File: src/core/wdr_params.svh
// Register offsets, field positions, reset values and timing counts of the watchdog
`ifndef WDR_PARAMS_SVH
`define WDR_PARAMS_SVH

`define WDR_ADDR_W 8
`define WDR_CTRL_OFFSET 8'hD2
`define WDR_BIT_STOP_UNLOCK 4
`define WDR_BIT_ON 3
`define WDR_BIT_KICK 2
`define WDR_PRE_LSB 0
`define WDR_PRE_RESET 2'h3
`define WDR_ON_RESET 1'b1
`define WDR_STOP_UNLOCK_RESET 1'b0
`define WDR_PRE_BASE_LOG2 11
`define WDR_UNLOCK_WINDOW 16
`define WDR_RESET_PULSE 4

`endif

File: src/core/wdr_pkg.sv
// Types shared by the watchdog reset timer
package wdr_pkg;

	typedef struct packed {
		logic [1:0] pre;
		logic on;
		logic stop_unlock;
		logic [4:0] unlock_cnt;
		logic [13:0] div_cnt;
		logic [7:0] wd_cnt;
		logic [2:0] rst_cnt;
		logic sys_reset;
		logic [7:0] rdata;
		logic pd_meta;
		logic pd_sync;
	} wdr_state_t;

endpackage

File: src/core/wdr_watchdog.sv
// Watchdog reset timer with its control register
//
// The implementer's own choice: the address-and-strobe port.
`timescale 1ns/1ps
`include "wdr_params.svh"

// How it works
// - Prescaled 8-bit counter; overflow asserts system reset
// - Select picks divide by 2048/4096/8192/16384
// - Timeout is 256 times 2^(11+select) cycles
// - Reset: on=1, select=11, unlock=0
// - Kick clears count; kick reads zero
// - Disable only within 16 cycles of unlock
// - Writing on bit set enables directly
// - No counting while in power-down
module wdr_watchdog (
	input wire logic mclk,
	input wire logic reset,
	input wire logic [7:0] addr,
	input wire logic [7:0] wdata,
	input wire logic wr_stb,
	input wire logic rd_stb,
	output logic [7:0] rdata,
	input wire logic power_down,
	output logic sys_reset_out
);

	wdr_pkg::wdr_state_t st_ff;
	wdr_pkg::wdr_state_t nxt_st;

	logic ctrl_wr;
	logic kick;
	logic [13:0] div_last;
	logic div_tick;

	assign ctrl_wr = wr_stb && (addr == `WDR_CTRL_OFFSET);
	assign kick = ctrl_wr && wdata[`WDR_BIT_KICK];

	// Terminal count is 2^(11+select)-1; low bits of the divider reach it together
	always_comb begin
		div_last = 14'h0000;
		unique case (st_ff.pre)
			2'h0: div_last = 14'h07FF;
			2'h1: div_last = 14'h0FFF;
			2'h2: div_last = 14'h1FFF;
			2'h3: div_last = 14'h3FFF;
		endcase
	end

	assign div_tick = (st_ff.div_cnt == div_last);

	always_comb begin
		nxt_st = st_ff;
		nxt_st.pd_meta = power_down;
		nxt_st.pd_sync = st_ff.pd_meta;

		// Unlock window counts down from the cycle the unlock bit is written from clear to set
		if (st_ff.unlock_cnt != 5'h00) begin
			nxt_st.unlock_cnt = st_ff.unlock_cnt - 5'h01;
		end

		if (ctrl_wr) begin
			nxt_st.pre = wdata[`WDR_PRE_LSB +: 2];
			nxt_st.stop_unlock = wdata[`WDR_BIT_STOP_UNLOCK];
			if (wdata[`WDR_BIT_STOP_UNLOCK] && !st_ff.stop_unlock) begin
				nxt_st.unlock_cnt = 5'(`WDR_UNLOCK_WINDOW);
			end
			if (wdata[`WDR_BIT_ON]) begin
				nxt_st.on = 1'b1;
			end else if (st_ff.unlock_cnt != 5'h00) begin
				nxt_st.on = 1'b0;
				nxt_st.unlock_cnt = 5'h00;
			end
		end

		// Counting: idle when off, in power-down, or while reset is being driven
		if (kick || !st_ff.on) begin
			nxt_st.div_cnt = 14'h0000;
			nxt_st.wd_cnt = 8'h00;
		end else if (!st_ff.pd_sync && !st_ff.sys_reset) begin
			if (div_tick) begin
				nxt_st.div_cnt = 14'h0000;
				nxt_st.wd_cnt = st_ff.wd_cnt + 8'h01;
				if (st_ff.wd_cnt == 8'hFF) begin
					nxt_st.sys_reset = 1'b1;
					nxt_st.rst_cnt = 3'(`WDR_RESET_PULSE);
				end
			end else begin
				nxt_st.div_cnt = st_ff.div_cnt + 14'h0001;
			end
		end

		// The reset pulse also returns the control register to its reset state,
		// since the watchdog lives inside the system it resets
		if (st_ff.sys_reset) begin
			nxt_st.pre = `WDR_PRE_RESET;
			nxt_st.on = `WDR_ON_RESET;
			nxt_st.stop_unlock = `WDR_STOP_UNLOCK_RESET;
			nxt_st.unlock_cnt = 5'h00;
			nxt_st.div_cnt = 14'h0000;
			nxt_st.wd_cnt = 8'h00;
			if (st_ff.rst_cnt == 3'h1) begin
				nxt_st.sys_reset = 1'b0;
			end
			nxt_st.rst_cnt = st_ff.rst_cnt - 3'h1;
		end

		nxt_st.rdata = 8'h00;
		if (rd_stb && (addr == `WDR_CTRL_OFFSET)) begin
			nxt_st.rdata[`WDR_BIT_STOP_UNLOCK] = st_ff.stop_unlock;
			nxt_st.rdata[`WDR_BIT_ON] = st_ff.on;
			nxt_st.rdata[`WDR_BIT_KICK] = 1'b0;
			nxt_st.rdata[`WDR_PRE_LSB +: 2] = st_ff.pre;
		end
	end

	always_ff @(posedge mclk or posedge reset) begin
		if (reset) begin
			st_ff <= '0;
			st_ff.pre <= `WDR_PRE_RESET;
			st_ff.on <= `WDR_ON_RESET;
			st_ff.stop_unlock <= `WDR_STOP_UNLOCK_RESET;
		end else begin
			st_ff <= nxt_st;
		end
	end

	assign rdata = st_ff.rdata;
	assign sys_reset_out = st_ff.sys_reset;

endmodule

File: config.mk
export PLATFORM = sky130hd
export DESIGN_NAME = wdr_watchdog
export DESIGN_NICKNAME = d
export VERILOG_FILES = /design/src/core/wdr_pkg.sv /design/src/core/wdr_watchdog.sv
export VERILOG_INCLUDE_DIRS = /design/src /design/src/core
export SDC_FILE = /design/constraint.sdc
export NUM_CORES = 1
export LEC_CHECK = 0
export BUFFER_PORTS_ARGS = -buffer_cell sky130_fd_sc_hd__buf_2
export CAP_MARGIN = 20
export CORE_MARGIN = 5
export CORE_UTILIZATION = 51
export DETAILED_ROUTE_END_ITERATION = 8
export GPL_ROUTABILITY_DRIVEN = 0
export PLACE_DENSITY = 0.75
export SLEW_MARGIN = 5
export SYNTH_ARGS = -nofsm -noshare
export SYNTH_HDL_FRONTEND = slang
export SYNTH_SLANG_ARGS = --single-unit
File: constraint.sdc
create_clock -name mclk -period 1.92 [get_ports mclk]
set_input_delay 0.384 -clock mclk [delete_from_list [all_inputs] [get_ports mclk]]
set_output_delay 0.384 -clock mclk [all_outputs]
set_load 0.02 [all_outputs]
==> results.cfg <==
[yosys]
synthMuxAreaShare = 0.0287
synthArstFlopShare = 1.00
synthSimpleGateAreaFrac = 0.240
ys_seq_elements = 41
synth_top_family_by_area = simple AND/OR/NAND/NOR gates
synth_edf_count = 0
synth_largest_area_cell = dfrtp_1
ys_warn_count = 0
ys_top_cells_by_area = dfrtp_1 44%, nand3_1 4.6%, a21oi_1 4.4%
yosysMostFrequentCell = dfrtp_1
yosys.area_share.adder = 0.0287
ys_types = 42
netlist.area_leader.share = 0.436
yosys_most_used_dff = dfrtp_1
ys_seq_area_frac = 0.472
synth_compound_area_frac = 0.129
syn_area_um2 = 2180
synthCells = 232
synth.top_cells.by_count = 38 x dfrtp_1, 20 x nand3_1, 19 x a21oi_1, 18 x nand2_1, 18 x nor2_1
synthXorXnorAreaFrac = 0.0362
syn_area_per_cell_um2 = 9.39

[final_layout]
num-fill-cells = 310
multi_input_area_um2 = 1110
antenna_cells = 0
final_cells = 328
synthToLayoutAreaGrowth_pct = 21.8
drive_gt1_frac = 0.295
design_area_um2 = 2660
nNetsFinal = 303
register_area_um2 = 1030

[floorplanning]
start_util = 0.537
die_x_um = 75.4
pin_count = 30
die-area_um2 = 5680
chipHeight_um = 75.4
rows = 23
coreArea_um2 = 4060

[timing]
rsz0062_at_grt = true
worst_pin_slew_ns = 0.529
finClkSkew_ns = 0.00468
fin_crit_ns = 2.15
fin_crit_sh = 1.12
finalSetupTns_ns = -1.63
slew_viol_final = 0
hold_slack_ns = 0.192
max_slew_margin = 0.646
fin_ws_ns = -0.228
fmax_ghz = 0.466
setup_viol = 19
final_hold_viol_count = 0

[setup_path]
startpoint_type = flip-flop
cp-end-kind = flip-flop
cp_cell_sequence = or4_4 > a21o_1 > a211o_1 > or4_1 > a21oi_1
worstPathRequired_ns = 2.14
crit_slowest_cell = or4_4
crit_fanout = 4
path_buf_inv = 0
crit_arrival_ns = 2.37
path_class = flip-flop to flip-flop
cpLargestDelayFamily = simple AND/OR/NAND/NOR gates
cp_slowest_stage_delay_ns = 0.51

[cts]
clockBufferDepth = 2
cts_tree = built
clk_latency_ns = 0.30
clock_sinks = 41
clock_tree.root_cell = clkbuf_8
h-tree-depth = 2
path_clk_slew_ns = 0.08
cts_made_buffers = 5
hold_buffers = 0

[global_routing]
antenna_found_initial = 0
global_route.usage.met2 = 0.292
grt_first_pass_wirelength_mm = 7.74
met3_usage = 0.0317
met1_usage = 0.232
gr-total-overflow = 0
grt_use_total = 0.177
grt_max_degree = 42
gr-max-usage-layer = met2
grt_pass1_vias = 1719

[placement]
place_hpwl_mm = 3.11
place_inst = 317
place_area_um2 = 2450
portBuffers = 22

[route]
via_count = 1849
drc = 0
drtIter0Drc = 175
avgRoutedWirePerCell_um = 14.3
vias_per_cell = 5.64
drtAntennaViolNets = 0
drtPass1Iterations = 4
drt_wl_total_mm = 4.68

[outcome]
outcome = finished, violations left
violations = negative setup slack

[worst_hold_path]
holdCritPathClass = input pin to flip-flop

[power]
powerDensity_nw_per_um2 = 875
leakagePower_nw = 1.23
max-vdd-ir-drop_mv = 0.556
total_power_mw = 2.32

[run]
maxCapViolations = 0
[logic make-up (layout without fill, tap and decap cells)]
group	count (synthesis)	in the layout
XOR/XNOR	9	9
buffers and inverters	26	69
adder cells (fa/ha/maj)	5	5
other	1	4
flip-flops	41	41
AND/OR/NAND/NOR	99	99
AO/OA/AOI/OAI	45	45
multiplexers	6	6
[placed cells by master, fill, tap and decap left out, types with 3 or more instances in the layout]
cell / n
a21oi_1: 15
a21oi_2: 4
a31oi_1: 4
and3_1: 6
buf_2: 22
buf_4: 27
clkbuf_8: 5
conb_1: 4
dfrtp_1: 38
dfstp_2: 3
ha_1: 5
inv_1: 11
mux2i_1: 4
nand2_1: 18
nand3_1: 20
nor2_1: 18
nor3_1: 6
o21ai_0: 7
or2_2: 4
or3_1: 3
or4_1: 6
xnor2_1: 4
xor2_1: 4
[path summary, 6_finish.rpt]
check	start	to	slack, ns	depth (start not counted)
hold / removal	power_down	nxt_st[0]$_DFF_PP0_	0.19	1
setup reg to reg	st_ff[34]$_DFFE_PP0P_	st_ff[17]$_DFFE_PP0P_	-0.23	5
hold reg to reg	nxt_st[0]$_DFF_PP0_	st_ff[0]$_DFF_PP0_	0.35	0
min in group asynchronous	reset	st_ff[40]$_DFF_PP0_	0.20	3
setup / recovery	st_ff[34]$_DFFE_PP0P_	st_ff[17]$_DFFE_PP0P_	-0.23	5
max in group asynchronous	reset	st_ff[43]$_DFFE_PP1P_	1.35	3
[worst register-to-register path: stages (launching register included)]
cell and delay (ns):
dfrtp_1 0.39, or4_4 0.51, a21o_1 0.21, a211o_1 0.33
or4_1 0.49, a21oi_1 0.15
[sequential cells by signal (all words and copies together), names as in the netlist]
name,flops
st_ff,35
rdata,4
nxt_st,1
sys_reset_out,1
[stage by stage]
stage | setup WS, ns | utilization
finish | -0.228 | 0.654
global route | -0.305 | 0.654
CTS | -0.185 | 0.635
detailed placement | -0.174 | 0.605
global placement | -0.144 | 0.605
floorplan | -0.199 | -
[power by group]
part / switching, mW / leakage [nW] / internal [mW]
Clock: 0.301 / 0.0439 / 0.251
Combinational: 0.345 / 0.648 / 0.327
Sequential: 0.111 / 0.537 / 0.989
Total: 0.757 / 1.23 / 1.57
[layer usage]
| metal | vias up | share of wire |
|---|---|---|
| met2 | 40 | 0.50 |
| met1 | 891 | 0.44 |
| met4 | 0 | 0.014 |
| met5 | - | 0 |
| li1 | 909 | - |
| met3 | 9 | 0.044 |
[final cells by class]
| class | instances | area share |
|---|---|---|
| clock inverters | 3 | 0.00660 |
| multi-input cells | 168 | 0.418 |
| well taps | 50 | 0.0236 |
| inverters | 11 | 0.0156 |
| repair buffers | 50 | 0.122 |
| clock buffers | 5 | 0.0259 |
| flip-flops and latches | 41 | 0.388 |
[repair_timing]
| action | CTS | global route |
|---|---|---|
| pin swaps | 9 | 7 |
| buffers inserted | 1 | 2 |
| gates resized for setup | 6 | 13 |
| endpoints found under the setup margin | 15 | 21 |
No activity file was read; power rests on OpenSTA's default activity.
